===== config.mk =====
export PLATFORM = sky130hd
export DESIGN_NAME = can_flag_upper
export DESIGN_NICKNAME = d
export VERILOG_FILES = /design/src/core/can_flag_pkg.sv /design/src/core/mailbox_status.sv /design/src/core/can_flag_upper.sv
export SDC_FILE = /design/constraint.sdc
export NUM_CORES = 1
export LEC_CHECK = 0
export ABC_AREA = 1
export BUFFER_PORTS_ARGS = -buffer_cell sky130_fd_sc_hd__buf_4
export CORE_UTILIZATION = 49
export CTS_CLUSTER_SIZE = 14
export DETAILED_ROUTE_END_ITERATION = 16
export PLACE_DENSITY_LB_ADDON = 0.12
export REMOVE_ABC_BUFFERS = 1
export SLEW_MARGIN = 25
export SYNTH_ARGS = -nofsm -noshare
export SYNTH_HDL_FRONTEND = slang
export SYNTH_SLANG_ARGS = --single-unit

===== constraint.sdc =====
create_clock -name clk_i -period 1.11 [get_ports clk_i]
set_input_delay 0.111 -clock clk_i [delete_from_list [all_inputs] [get_ports clk_i]]
set_output_delay 0.111 -clock clk_i [all_outputs]
set_load 0.1 [all_outputs]

===== src/core/can_flag_pkg.sv =====
// constants for the upper can interrupt flag block and its register map
// Operation
// overload frame sent while error active or passive sets flag bit 15; write 1 clears
// transmit error count reaching 256 sets bus-off flag bit 14; write 1 clears
// either error count reaching 128 sets error-passive flag bit 13; write 1 clears
// receive error count reaching 96 sets receive warning flag bit 12; write 1 clears
// transmit error count reaching 96 sets transmit warning flag bit 11; write 1 clears
// remote frame done in unmasked mailbox sets read-only remote summary flag bit 10
// remote summary clears only once all remote request status bits are clear
// data or remote frame done in unmasked mailbox sets receive summary bit 9
// receive summary clears only once all receive complete status bits are clear
// a remote request status bit sets its receive complete bit in the same cycle
// error-free reception sets mailbox receive complete bit 0 to 15; write 1 clears
// writing 0 leaves flags alone; a set in the clearing cycle wins
package can_flag_pkg;
    // register byte offsets on the wishbone slave
    localparam logic [7:0]  OFS_FLAGS    = 8'h00;
    localparam logic [7:0]  OFS_RXDONE   = 8'h04;
    localparam logic [7:0]  OFS_REMOTE   = 8'h08;
    localparam logic [7:0]  OFS_MBXMASK  = 8'h0C;
    localparam logic [7:0]  OFS_IRQSTAT  = 8'h10;
    localparam logic [7:0]  OFS_IRQMASK  = 8'h14;
    // field positions inside the flag register
    localparam int          FLAG_LSB     = 9;
    localparam int          ERR_LSB      = 11;
    localparam int          NUM_ERR      = 5;
    localparam int          NUM_EVT      = 7;
    localparam int          NUM_MBX      = 16;
    // error counter thresholds
    localparam logic [8:0]  TH_BUS_OFF   = 9'h100;
    localparam logic [8:0]  TH_PASSIVE   = 9'h080;
    localparam logic [8:0]  TH_WARNING   = 9'h060;
    // reset values
    localparam logic [15:0] RST_MBXMASK  = 16'hFFFF;
    localparam logic [6:0]  RST_IRQMASK  = 7'h00;
    localparam logic [31:0] RST_DATA     = 32'h0000_0000;
endpackage


===== src/core/mailbox_status.sv =====
// per-mailbox receive complete and remote request status bits
`timescale 1ns/1ps
`default_nettype none
module mailbox_status (
    input  wire logic        clk_i,        // module clock
    input  wire logic        rst_i,        // synchronous reset, high
    input  wire logic        ce_i,         // clock enable
    input  wire logic        rx_done_i,    // error-free reception pulse
    input  wire logic        rx_remote_i,  // the received frame was remote
    input  wire logic [3:0]  rx_mbx_i,     // mailbox that received
    input  wire logic [15:0] rxdone_clr_i, // write-1 clear, receive complete
    input  wire logic [15:0] remote_clr_i, // write-1 clear, remote request
    output logic      [15:0] rxdone_o,     // receive complete status
    output logic      [15:0] remote_o      // remote request status
);
    // one set/clear cell per mailbox; a set in the clearing cycle wins
    genvar g;
    generate
        for (g = 0; g < can_flag_pkg::NUM_MBX; g++) begin : g_mbx
            logic hit;
            assign hit = rx_done_i && (rx_mbx_i == 4'(g));
            always_ff @(posedge clk_i) begin
                if (rst_i) begin
                    rxdone_o[g] <= 1'b0;
                    remote_o[g] <= 1'b0;
                end else if (ce_i) begin
                    rxdone_o[g] <= hit | (rxdone_o[g] & ~rxdone_clr_i[g]);
                    remote_o[g] <= (hit & rx_remote_i) | (remote_o[g] & ~remote_clr_i[g]);
                end
            end
        end
    endgenerate
endmodule // mailbox_status
`default_nettype wire


===== src/core/can_flag_upper.sv =====
// upper can interrupt flags with mailbox status, wishbone slave and interrupt
//
// Implementation choices: the address map and register access over Wishbone.
`timescale 1ns/1ps
`default_nettype none
module can_flag_upper (
    input  wire logic        clk_i,        // module clock, 25 MHz
    input  wire logic        rst_i,        // synchronous reset, high
    input  wire logic        ce_i,         // clock enable, freezes all state when low
    input  wire logic        wb_cyc_i,     // wishbone cycle
    input  wire logic        wb_stb_i,     // wishbone strobe
    input  wire logic        wb_we_i,      // wishbone write enable
    input  wire logic [7:0]  wb_adr_i,     // wishbone byte address
    input  wire logic [3:0]  wb_sel_i,     // wishbone byte selects
    input  wire logic [31:0] wb_dat_i,     // wishbone write data
    output logic      [31:0] wb_dat_o,     // wishbone read data
    output logic             wb_ack_o,     // wishbone acknowledge
    output logic             irq_o,        // level interrupt
    input  wire logic        ovl_sent_i,   // overload frame transmitted, pulse
    input  wire logic [8:0]  tec_i,        // transmit error counter
    input  wire logic [8:0]  rec_i,        // receive error counter
    input  wire logic        rx_done_i,    // error-free reception, pulse
    input  wire logic        rx_remote_i,  // received frame is remote
    input  wire logic [3:0]  rx_mbx_i      // mailbox of the reception
);
    // flag bits 15..11 as one vector, index 4 = overload, 0 = tx warning
    logic [4:0]  err_flags_r;
    logic        remote_sum_r;
    logic        rxmsg_sum_r;
    logic [4:0]  err_cond;
    logic [4:0]  err_cond_r;
    logic [4:0]  err_evt;
    logic        remote_sum_evt;
    logic        rxmsg_sum_evt;
    logic [15:0] mbx_mask_r;
    logic [6:0]  irq_stat_r;
    logic [6:0]  irq_mask_r;
    logic [6:0]  irq_evt;
    logic [6:0]  stat_unread;
    logic [15:0] rxdone;
    logic [15:0] remote;
    logic [15:0] rxdone_clr;
    logic [15:0] remote_clr;
    logic [15:0] flag_word;
    logic [31:0] wmask;
    logic [31:0] wbits;
    logic [31:0] rd_nxt;
    logic [7:0]  adr_word;
    logic        req;
    logic        wr_take;
    logic        rd_take;
    logic        unmasked_hit;

    // bus decode: the access takes effect on the edge where ack is high
    assign req      = wb_cyc_i && wb_stb_i;
    assign wr_take  = ce_i && req && wb_ack_o && wb_we_i;
    assign rd_take  = ce_i && req && wb_ack_o && !wb_we_i;
    assign adr_word = {wb_adr_i[7:2], 2'b00};
    assign wmask    = {{8{wb_sel_i[3]}}, {8{wb_sel_i[2]}}, {8{wb_sel_i[1]}}, {8{wb_sel_i[0]}}};
    assign wbits    = wb_dat_i & wmask;

    // current flag register image; bit 8 and below are not part of this block
    assign flag_word = {err_flags_r, remote_sum_r, rxmsg_sum_r, 9'h000};

    // threshold conditions from the protocol engine, same clock, no sync needed
    // overload only counts while not bus-off, i.e. active or passive
    assign err_cond[4] = ovl_sent_i && (tec_i < can_flag_pkg::TH_BUS_OFF);
    assign err_cond[3] = tec_i >= can_flag_pkg::TH_BUS_OFF;
    assign err_cond[2] = (tec_i >= can_flag_pkg::TH_PASSIVE) ||
                         (rec_i >= can_flag_pkg::TH_PASSIVE);
    assign err_cond[1] = rec_i >= can_flag_pkg::TH_WARNING;
    assign err_cond[0] = tec_i >= can_flag_pkg::TH_WARNING;

    // counter states fire on entry so software can clear while the state persists
    assign err_evt[4]   = err_cond[4];
    assign err_evt[3:0] = err_cond[3:0] & ~err_cond_r[3:0];

    // mailbox events only reach the summaries if that mailbox is unmasked
    assign unmasked_hit   = rx_done_i && !mbx_mask_r[rx_mbx_i];
    assign remote_sum_evt = unmasked_hit && rx_remote_i;
    assign rxmsg_sum_evt  = unmasked_hit;
    assign irq_evt        = {err_evt, remote_sum_evt, rxmsg_sum_evt};

    // write-1 clears toward the mailbox status cells
    assign rxdone_clr = (wr_take && adr_word == can_flag_pkg::OFS_RXDONE) ? wbits[15:0] : 16'h0000;
    assign remote_clr = (wr_take && adr_word == can_flag_pkg::OFS_REMOTE) ? wbits[15:0] : 16'h0000;

    mailbox_status u_mbx (
        .clk_i        (clk_i),
        .rst_i        (rst_i),
        .ce_i         (ce_i),
        .rx_done_i    (rx_done_i),
        .rx_remote_i  (rx_remote_i),
        .rx_mbx_i     (rx_mbx_i),
        .rxdone_clr_i (rxdone_clr),
        .remote_clr_i (remote_clr),
        .rxdone_o     (rxdone),
        .remote_o     (remote)
    );

    // previous counter conditions for entry detection
    always_ff @(posedge clk_i) begin
        if (rst_i) begin
            err_cond_r <= 5'h00;
        end else if (ce_i) begin
            err_cond_r <= err_cond;
        end
    end

    // error flags: set wins over a write of 1, a write of 0 keeps the bit
    genvar g;
    generate
        for (g = 0; g < can_flag_pkg::NUM_ERR; g++) begin : g_err
            logic clr;
            assign clr = wr_take && (adr_word == can_flag_pkg::OFS_FLAGS) &&
                         wbits[can_flag_pkg::ERR_LSB + g];
            always_ff @(posedge clk_i) begin
                if (rst_i) begin
                    err_flags_r[g] <= 1'b0;
                end else if (ce_i) begin
                    err_flags_r[g] <= err_evt[g] | (err_flags_r[g] & ~clr);
                end
            end
        end
    endgenerate

    // summary flags ignore writes and follow their status registers
    // the set event wins, so a frame landing as software empties the register is kept
    always_ff @(posedge clk_i) begin
        if (rst_i) begin
            remote_sum_r <= 1'b0;
        end else if (ce_i) begin
            if (remote_sum_evt) begin
                remote_sum_r <= 1'b1;
            end else if (remote == 16'h0000) begin
                remote_sum_r <= 1'b0;
            end
        end
    end

    always_ff @(posedge clk_i) begin
        if (rst_i) begin
            rxmsg_sum_r <= 1'b0;
        end else if (ce_i) begin
            if (rxmsg_sum_evt) begin
                rxmsg_sum_r <= 1'b1;
            end else if (rxdone == 16'h0000) begin
                rxmsg_sum_r <= 1'b0;
            end
        end
    end

    // software-owned mailbox interrupt mask, 1 masks the mailbox
    always_ff @(posedge clk_i) begin
        if (rst_i) begin
            mbx_mask_r <= can_flag_pkg::RST_MBXMASK;
        end else if (ce_i && wr_take && adr_word == can_flag_pkg::OFS_MBXMASK) begin
            mbx_mask_r <= (mbx_mask_r & ~wmask[15:0]) | wbits[15:0];
        end
    end

    // interrupt enable mask, same layout as the flag bits 15..9
    always_ff @(posedge clk_i) begin
        if (rst_i) begin
            irq_mask_r <= can_flag_pkg::RST_IRQMASK;
        end else if (ce_i && wr_take && adr_word == can_flag_pkg::OFS_IRQMASK) begin
            irq_mask_r <= (irq_mask_r & ~wmask[15:9]) | wbits[15:9];
        end
    end

    // sticky event status; a read clears only the bits it returned, because the data is
    // captured a cycle before the clear and an event in between must wait for the next read
    assign stat_unread = irq_stat_r & ~wb_dat_o[15:9];

    always_ff @(posedge clk_i) begin
        if (rst_i) begin
            irq_stat_r <= 7'h00;
        end else if (ce_i) begin
            if (rd_take && adr_word == can_flag_pkg::OFS_IRQSTAT) begin
                irq_stat_r <= stat_unread | irq_evt;
            end else begin
                irq_stat_r <= irq_stat_r | irq_evt;
            end
        end
    end

    // interrupt line registered, so it trails the status bit by one cycle
    always_ff @(posedge clk_i) begin
        if (rst_i) begin
            irq_o <= 1'b0;
        end else if (ce_i) begin
            irq_o <= |(irq_stat_r & irq_mask_r);
        end
    end

    // read mux; unmapped addresses read zero and are still acknowledged
    always_comb begin
        rd_nxt = can_flag_pkg::RST_DATA;
        case (adr_word)
            can_flag_pkg::OFS_FLAGS:   rd_nxt[15:0] = flag_word;
            can_flag_pkg::OFS_RXDONE:  rd_nxt[15:0] = rxdone;
            can_flag_pkg::OFS_REMOTE:  rd_nxt[15:0] = remote;
            can_flag_pkg::OFS_MBXMASK: rd_nxt[15:0] = mbx_mask_r;
            can_flag_pkg::OFS_IRQSTAT: rd_nxt[15:9] = irq_stat_r;
            can_flag_pkg::OFS_IRQMASK: rd_nxt[15:9] = irq_mask_r;
            default:                   rd_nxt = can_flag_pkg::RST_DATA;
        endcase
    end

    // ack one cycle after the request, dropped the cycle after;
    // read data is captured with the ack so it stands stable while ack is high
    always_ff @(posedge clk_i) begin
        if (rst_i) begin
            wb_ack_o <= 1'b0;
            wb_dat_o <= can_flag_pkg::RST_DATA;
        end else if (ce_i) begin
            wb_ack_o <= req && !wb_ack_o;
            if (req && !wb_ack_o && !wb_we_i) begin
                wb_dat_o <= rd_nxt;
            end
        end
    end
endmodule // can_flag_upper
`default_nettype wire


# After elaboration in Yosys (flattened, before gate mapping)
# Cells that the tools add are included.
[word_totals]
ff_bits = 91
input_bits = 75
output_inout_bits = 34
wordCells = 277
[op_classes]
order_cmp = 7
n_eq_ne = 20
n_mux = 11
bitwise = 141
n_reduce_logical = 52
[ops]
columns = ["operator", "n"]
rows = [
  ["$and 1x1->1", 53],
  ["$pmux 7 s6", 1],
  ["$logic_and 1x1->1", 38],
  ["$not 1->1", 37],
  ["$or 1x1->1", 37],
  ["$and 16x16->16", 2],
  ["$eq 4x4->1 const B", 8],
  ["$logic_not 16->1", 2],
  ["$mux 16", 2],
  ["$pmux 9 s3", 1],
  ["$and 7x7->7", 3],
  ["$or 7x7->7", 3],
  ["$ge 9x7->1 const B", 2],
  ["$ge 9x8->1 const B", 2],
  ["$eq 4x3->1 const B", 4],
  ["$not 16->16", 1],
  ["$or 16x16->16", 1],
  ["$not 7->7", 2],
  ["$eq 6x2->1 const B", 2],
  ["$eq 6x3->1 const B", 2],
  ["$ge 9x9->1 const B", 1],
  ["$lt 9x9->1 const B", 1],
  ["$eq 4x2->1 const B", 2],
  ["$logic_not 8->1", 1],
  ["14 further kinds", 23],
]

# Depth between registers and ports, before layout
# Gate-level depths: netlist (run 1).
[logic_depth]
word_depth = 9
mapped_depth = 10
mapped_depth_nobuf = 10

# Modules after synthesis
# Synthesis (run 1) repeated with hierarchy kept, for this count alone.
[hier_totals]
cells_unflattened = 697
area_unflattened_um2 = 4699.5
[by_module_without_submodules]
columns = ["module", "n_inst", "cells_each", "area_each_um2", "seq_area_each_um2"]
rows = [
  ["can_flag_upper", 1, 498, 3319.4, 1181.1],
  ["mailbox_status", 1, 199, 1380.1, 640.6],
]

# Worst setup path after synthesis (run 1)
# No wires, ideal clock.
[synth_path]
path_kind = "reg-to-reg"
from = "register wb_ack_o"
to = "register u_mbx.remote_o[1]"
setup_ns = 0.132
arrival_time_ns = 1.885
t_required_ns = 0.978
slack_ns = -0.907
stages_incl_launch_ff = 9
path_buffers = 1
path_cell_list = "dfxtp_1 nand2_1 nor2_4 inv_2 nor2_4 buf_6 nand3_1 nand2_1 a21oi_1"
[synth_between]
elab_chain_len = 7
[synth_lines]
columns = ["item", "line", "rtl"]
rows = [
  ["start: declaration", "can_flag_upper.sv:17", "output logic wb_ack_o,"],
  ["start signal: assignment", "can_flag_upper.sv:217", "wb_ack_o <= req && !wb_ack_o;"],
  ["$logic_and 1x1->1 (2 in a row)", "can_flag_upper.sv:56", "assign wr_take = ce_i && req && wb_ack_o && wb_we_i;"],
  ["$logic_and 1x1->1", "can_flag_upper.sv:86", "assign remote_clr = (wr_take && adr_word == can_flag_pkg::OFS_REMOTE) ? wbits[15:0] : 16'h0000;"],
  ["$mux 16", "can_flag_upper.sv:86", ""],
  ["$not 1->1", "mailbox_status.sv:28", "remote_o[g] <= (hit & rx_remote_i) | (remote_o[g] & ~remote_clr_i[g]);"],
  ["$and 1x1->1", "mailbox_status.sv:28", ""],
  ["$or 1x1->1", "mailbox_status.sv:28", ""],
  ["end signal: indexed assignment", "mailbox_status.sv:28", ""],
  ["end: declaration", "mailbox_status.sv:14", "output logic [15:0] remote_o"],
]
# Every way passes these cells.
# A chain may end at the register's enable or synchronous reset.

# Worst setup path after layout (run 1)
[layout_path]
from = "register wb_ack_o"
to = "register u_mbx.remote_o[9]"
# The elaborated chain is that of the path after synthesis.

==> out/metrics.cfg, run 1 <==
[timing]
fin_hold_ws_ns=0.0223
setup_viol=81
finalHoldViolations=0
slew_viol_final=0
timing.final.crit_share_pct=127
rsz0062_at_grt=yes
clock_skew_ns=0.0168
finalCriticalPeriod_ns=1.40
max_freq_mhz=712
finalWorstSetupSlack_ns=-0.295

[pwr]
power_density_nw_per_um2=1060
p_leak_uw=0.00265
ir_worst_vdd_mv=0.756

[global_routing]
grt_max_degree=41
antenna_found_initial=0
grt_overflow=0
grt_pass1_wl_um=23600
track_usage_pct=31.3
grt_pass1_vias=4796

[logic_synthesis]
yosys_warnings=0
synth.cell_area_sq_um=4570
yosysSeqAreaShare_pct=39.8
synth.avg_cell_area_sq_um=6.63
synth-seq-cells=91
ys_types=31
synth_cells=690

[clock_tree]
cts.path.max_buffers=2
cts_tree=yes
clk_latency_ns=0.37
cts_buffers=9
cts-root-buf=clkbuf_8
clkTransAtPathRegs_ns=0.10
cts_max_level=3
clkSinkCount=91

[layout]
area_growth_pct=40.6
final_cell_area_sq_um=6430
layout.cells.non_filler=927
finalNetCount=889
diodes=0
drive_gt1_share_pct=30.8
fillers=751
fin_util_pct=72.3

[placed_design]
dp_cells=889
gp_congestion=0.937
hpwl_um=10700
port_buffers=62
pre_cts_slack_ns=-0.367
post_dp_cell_area_sq_um=5480

[die]
core_sq_um=8890
die_h_um=98.6
die-area_sq_um=9720
rows=34
initial_utilization_pct=51.4
die_w_um=98.6
io_pins=109

[worst_setup_path]
max_stage_delay_ns=0.36
endpoint_kind=flip-flop
crit_path_frequent_cell=nor2_4
cp_cell_sequence=nand2_2 -> nor2_4 -> buf_12 -> inv_6 -> nor2_4 -> clkbuf_16 -> nand3_2 -> nand2_1 -> a21oi_1
cpLargestDelayFamily=simple AND/OR/NAND/NOR gates
rrSetupSlack_ns=-0.29
crit_fanout=8
slowest_stage=dfxtp_2
critPathLaunchType=flip-flop
path_buf_inv=3
worstSetupPathType=reg2reg
cp.arrival_ns=1.65
critPathRequiredTime_ns=1.36

[outcome]
violations=negative setup slack
outcome=finished, violations left

[detailed_routing]
avgRoutedWirePerCell_um=16.7
drt_first_pass_iters=5
routed-via-count=5223
drt_iter0_drc=362
drt-vias-per-instance=5.63
drc_errors=0
wl_um=15500
ant_nets=0

[worst_hold_path]
hold_class=in2reg

[job]
maxCapViolations=0

[power breakdown]
| part | switching, uW | internal (uW) | leakage [uW] | total (uW) |
|---|---|---|---|---|
| clock network | 1350 | 859 | 0.0000901 | 2210 |
| logic | 815 | 380 | 0.00182 | 1190 |
| registers | 55.9 | 3330 | 0.000742 | 3390 |
| total | 2220 | 4570 | 0.00265 | 6790 |
[synth_stat cells]
cell	count	area, sq um
nand2_1	214	803
o22ai_1	2	12.5
inv_2	3	11.3
nor4_1	1	6.26
o21ai_1	9	45.0
nand3_4	1	17.5
nor2_1	51	191
dfxtp_1	91	1820
a21oi_1	76	380
nand3_2	1	10.0
buf_1	2	7.51
or2_2	1	6.26
nor2_2	1	6.26
nand3_1	55	275
nand4_1	4	25.0
clkinv_1	2	7.51
conb_1	1	3.75
inv_4	1	6.26
inv_1	51	191
o211ai_1	8	60.1
clkinv_2	1	5.00
buf_6	1	11.3
nand2_4	2	22.5
nor2_4	8	90.1
o21ai_0	53	265
a221oi_1	2	17.5
buf_2	9	45.0
buf_4	18	135
nor3_1	4	20.0
nand2_2	3	18.8
clkbuf_1	14	52.6
[what timing repair did]
item	in CTS	in global routing
gates cloned	3	3
resized for setup	91	95
hold endpoints to repair	6	0
setup buffers	4	7
endpoints found under the setup margin	103	95
hold buffers	6	0
pin swaps	8	17
[kinds of logic after synthesis]
kind of cell / synth area share, %
AO/OA/AOI/OAI: 17.1
AND/OR/NAND/NOR: 32.6
flip-flops: 39.8
other: 0.0820
buffers and inverters: 10.3
[tightest hold or removal path, cell delays in order]
cell	delay, ns
buf_4	0.13
nand2_1	0.06
o211ai_1	0.06
[worst paths after layout]
| check | from | end | cells after the start |
|---|---|---|---|
| worst max-delay path | wb_ack_o | u_mbx.remote_o[9] | 9 |
| worst min register to register | u_mbx.rxdone_o[13] | u_mbx.rxdone_o[13] | 2 |
| worst max register to register | wb_ack_o | u_mbx.remote_o[9] | 9 |
| worst min-delay path | wb_dat_i[10] | flip-flop | 3 |
[placed cells by master, fill, tap and decap left out, drive strengths merged]
cell	instances
a21oi	76
a221oi	2
buf	131
clkbuf	10
clkinv	3
clkinvlp	3
conb	16
dfxtp	91
dlygate4sd3	6
inv	60
nand2	221
nand3	58
nand4	4
nor2	60
nor3	4
nor4	1
o211ai	8
o21ai	62
o22ai	2
or2	1
[through the flow]
step | power, uW | TNS (ns)
CTS | 6720 | -9.35
detailed placement | 4500 | -21.63
global placement | 4490 | -21.51
global route | 7010 | -17.34
floorplan | 4030 | -65.27
finish | 6790 | -13.07
[final cells by class]
type                    count  area [sq um]  share of cell area [%]
clock buffers               9           124                    1.93
inverters                  58           251                    3.91
flip-flops and latches     91          1840                    28.5
repair inverters            1          8.76                   0.136
well taps                 108           135                    2.10
clock inverters             7          60.1                   0.934
multi-input cells         515          2690                    41.8
repair buffers            138          1330                    20.7
[per-layer routing]
| metal | vias up | part of all wire, % | GRT usage, % |
|---|---|---|---|
| met2 | 304 | 47 | 52.4 |
| met3 | 64 | 7.7 | 4.11 |
| met4 | 0 | 4.9 | 17.5 |
| met5 | - | 0 | 0 |
| met1 | 2386 | 41 | 38.9 |
| li1 | 2469 | - | - |
Note: power is estimated with default switching activity, not from simulation.
==> inputs of run 2 (changes only) <==
Settings changed: CORE_ASPECT_RATIO set to 0.9.
==> run 2 against run 1 <==
  * The run still ends with negative setup slack left
  * Utilization rose by 1.3 points
  * Register-to-register slack better by 0.06 ns
  * Die area about the same
  * Worst hold slack got worse by 0.0049 ns
==> out/metrics.cfg, run 2 (synthesis results as in run 1) <==
[detailed_routing]
drt_first_pass_iters=7
routed-via-count=5331
drc_errors=0
ant_nets=0
avgRoutedWirePerCell_um=17.3
wl_um=16400
drt_iter0_drc=535
drt-vias-per-instance=5.61

[die]
die-area_sq_um=9720
die_h_um=93.6
die_w_um=104
initial_utilization_pct=50.3
core_sq_um=9080
io_pins=109
rows=33

[worst_hold_path]
holdCritStartpoint=tec_i[8]
hold_class=in2reg

[worst_setup_path]
reg2reg_depth=9
critPathLaunchType=flip-flop
reg2reg_to=u_mbx.remote_o[9]
critPathRequiredTime_ns=1.38
r2r-start=wb_ack_o
endpoint_kind=flip-flop
critPathLaunch=wb_ack_o
endpoint=u_mbx.remote_o[9]
worstSetupPathType=reg2reg
crit_fanout=16
cp.arrival_ns=1.61
rrSetupSlack_ns=-0.23

[timing]
finalCriticalPeriod_ns=1.34
finalWorstSetupSlack_ns=-0.233
clock_skew_ns=0.0118
finalHoldViolations=0
max_freq_mhz=745
rsz0062_at_grt=yes
timing.final.crit_share_pct=121
setup_viol=85
slew_viol_final=0

[layout]
multi_input_comb_area_sq_um=2770
area_growth_pct=46.3
most-common-layout-cells=198 x nand2_1, 106 x buf_4, 77 x dfxtp_1
final-seq-area_sq_um=1840
drive_gt1_share_pct=33.6
finalNetCount=898
fillers=718
layout.cells.non_filler=950
final_common_cell=nand2_1
diodes=0
fin_util_pct=73.6

[pwr]
ir_worst_vdd_mv=1.12
power_density_nw_per_um2=1090
p_sw_share_pct=30.8
p_leak_uw=0.00276
p_int_uw=5050
power_frac_clock_pct=36.4
switching_power_uw=2240
pwr-share-seq_pct=46.6
combPwrFrac_pct=17.0

[job]
maxCapViolations=0

[global_routing]
track_usage_pct=32.9
grt_pass1_vias=5037
grt_overflow=0
grt_max_degree=60
antenna_found_initial=0
grt_pass1_wl_um=24900

[placed_design]
hpwl_um=10800
dp_cells=908
port_buffers=62
gp_congestion=0.949

[clock_tree]
cts_buffers=9
cts_tree=yes
cts-root-buf=clkbuf_8
clk_latency_ns=0.38
clkTransAtPathRegs_ns=0.10
clkSinkCount=91
cts.path.max_buffers=2
cts_max_level=3

[outcome]
violations=negative setup slack
outcome=finished, violations left

## run 2: worst min-delay path by stage
stage,slack (ns),depth (start not counted),end
4_1_cts,0.003,3,err_cond_r[3]
2_1_floorplan,0.18,1,err_flags_r[0]
5_1_grt,0.02,3,err_cond_r[3]
3_3_place_gp,0.34,3,flip-flop
6_report,0.02,3,err_cond_r[3]
3_5_place_dp,0.34,3,flip-flop
## run 2: power by group through the flow
stage / clock (uW) / combinational, uW / sequential [uW]
floorplan: 0 / 509 / 3520
global placement: 0 / 1040 / 3450
detailed placement: 0 / 1050 / 3450
CTS: 2670 / 1150 / 3390
global route: 2780 / 1300 / 3410
finish: 2650 / 1240 / 3400
## run 2: layout make-up
type                       instances  area share (%)
clock buffer                       9            1.85
clock inverter                     7            1.59
inverter                          58            3.44
multi-input combinational        514            41.4
sequential                        91            27.5
tap                              122            2.28
timing repair buffer             148            21.8
timing repair inverter             1           0.168
## run 2: what timing repair did
item | in CTS | in global routing
resized for setup | 108 | 109
hold buffers | 9 | 0
hold endpoints to repair | 9 | 0
gates cloned | 3 | 1
pin swaps | 4 | 18
setup endpoints to repair | 102 | 92
setup buffers | 10 | 4
## run 2: critical path: stages (launching register included)
cell     delay [ns]
dfxtp_2        0.36
nand2_2        0.08
nor2_4         0.14
buf_12         0.14
inv_2          0.04
nor2_4         0.09
buf_12         0.16
nand3_1        0.10
nand2_1        0.08
a21oi_1        0.05
## run 2: metrics by stage
| stage | TNS (ns) | worst slack [ns] | total power, uW | instance area (sq um) | hold slack [ns] |
|---|---|---|---|---|---|
| 5_1_grt | -16.24 | -0.282 | 7490 | 6690 | 0.0183 |
| 3_3_place_gp | -19.65 | -0.344 | 4490 | 5530 | 0.341 |
| 4_1_cts | -7.19 | -0.180 | 7200 | 6300 | 0.00294 |
| 6_report | -12.20 | -0.233 | 7290 | 6690 | 0.0174 |
| 2_1_floorplan | -65.27 | -0.885 | 4030 | 4380 | 0.180 |
| 3_5_place_dp | -21.87 | -0.384 | 4510 | 5530 | 0.342 |
## run 2: per-layer routing
layer	routed length (um)	GRT usage (%)	vias up
met5	0	0	-
met4	705	16.3	0
met3	1580	5.37	67
met2	7690	55.1	322
met1	6420	41.5	2463
li1	-	-	2479
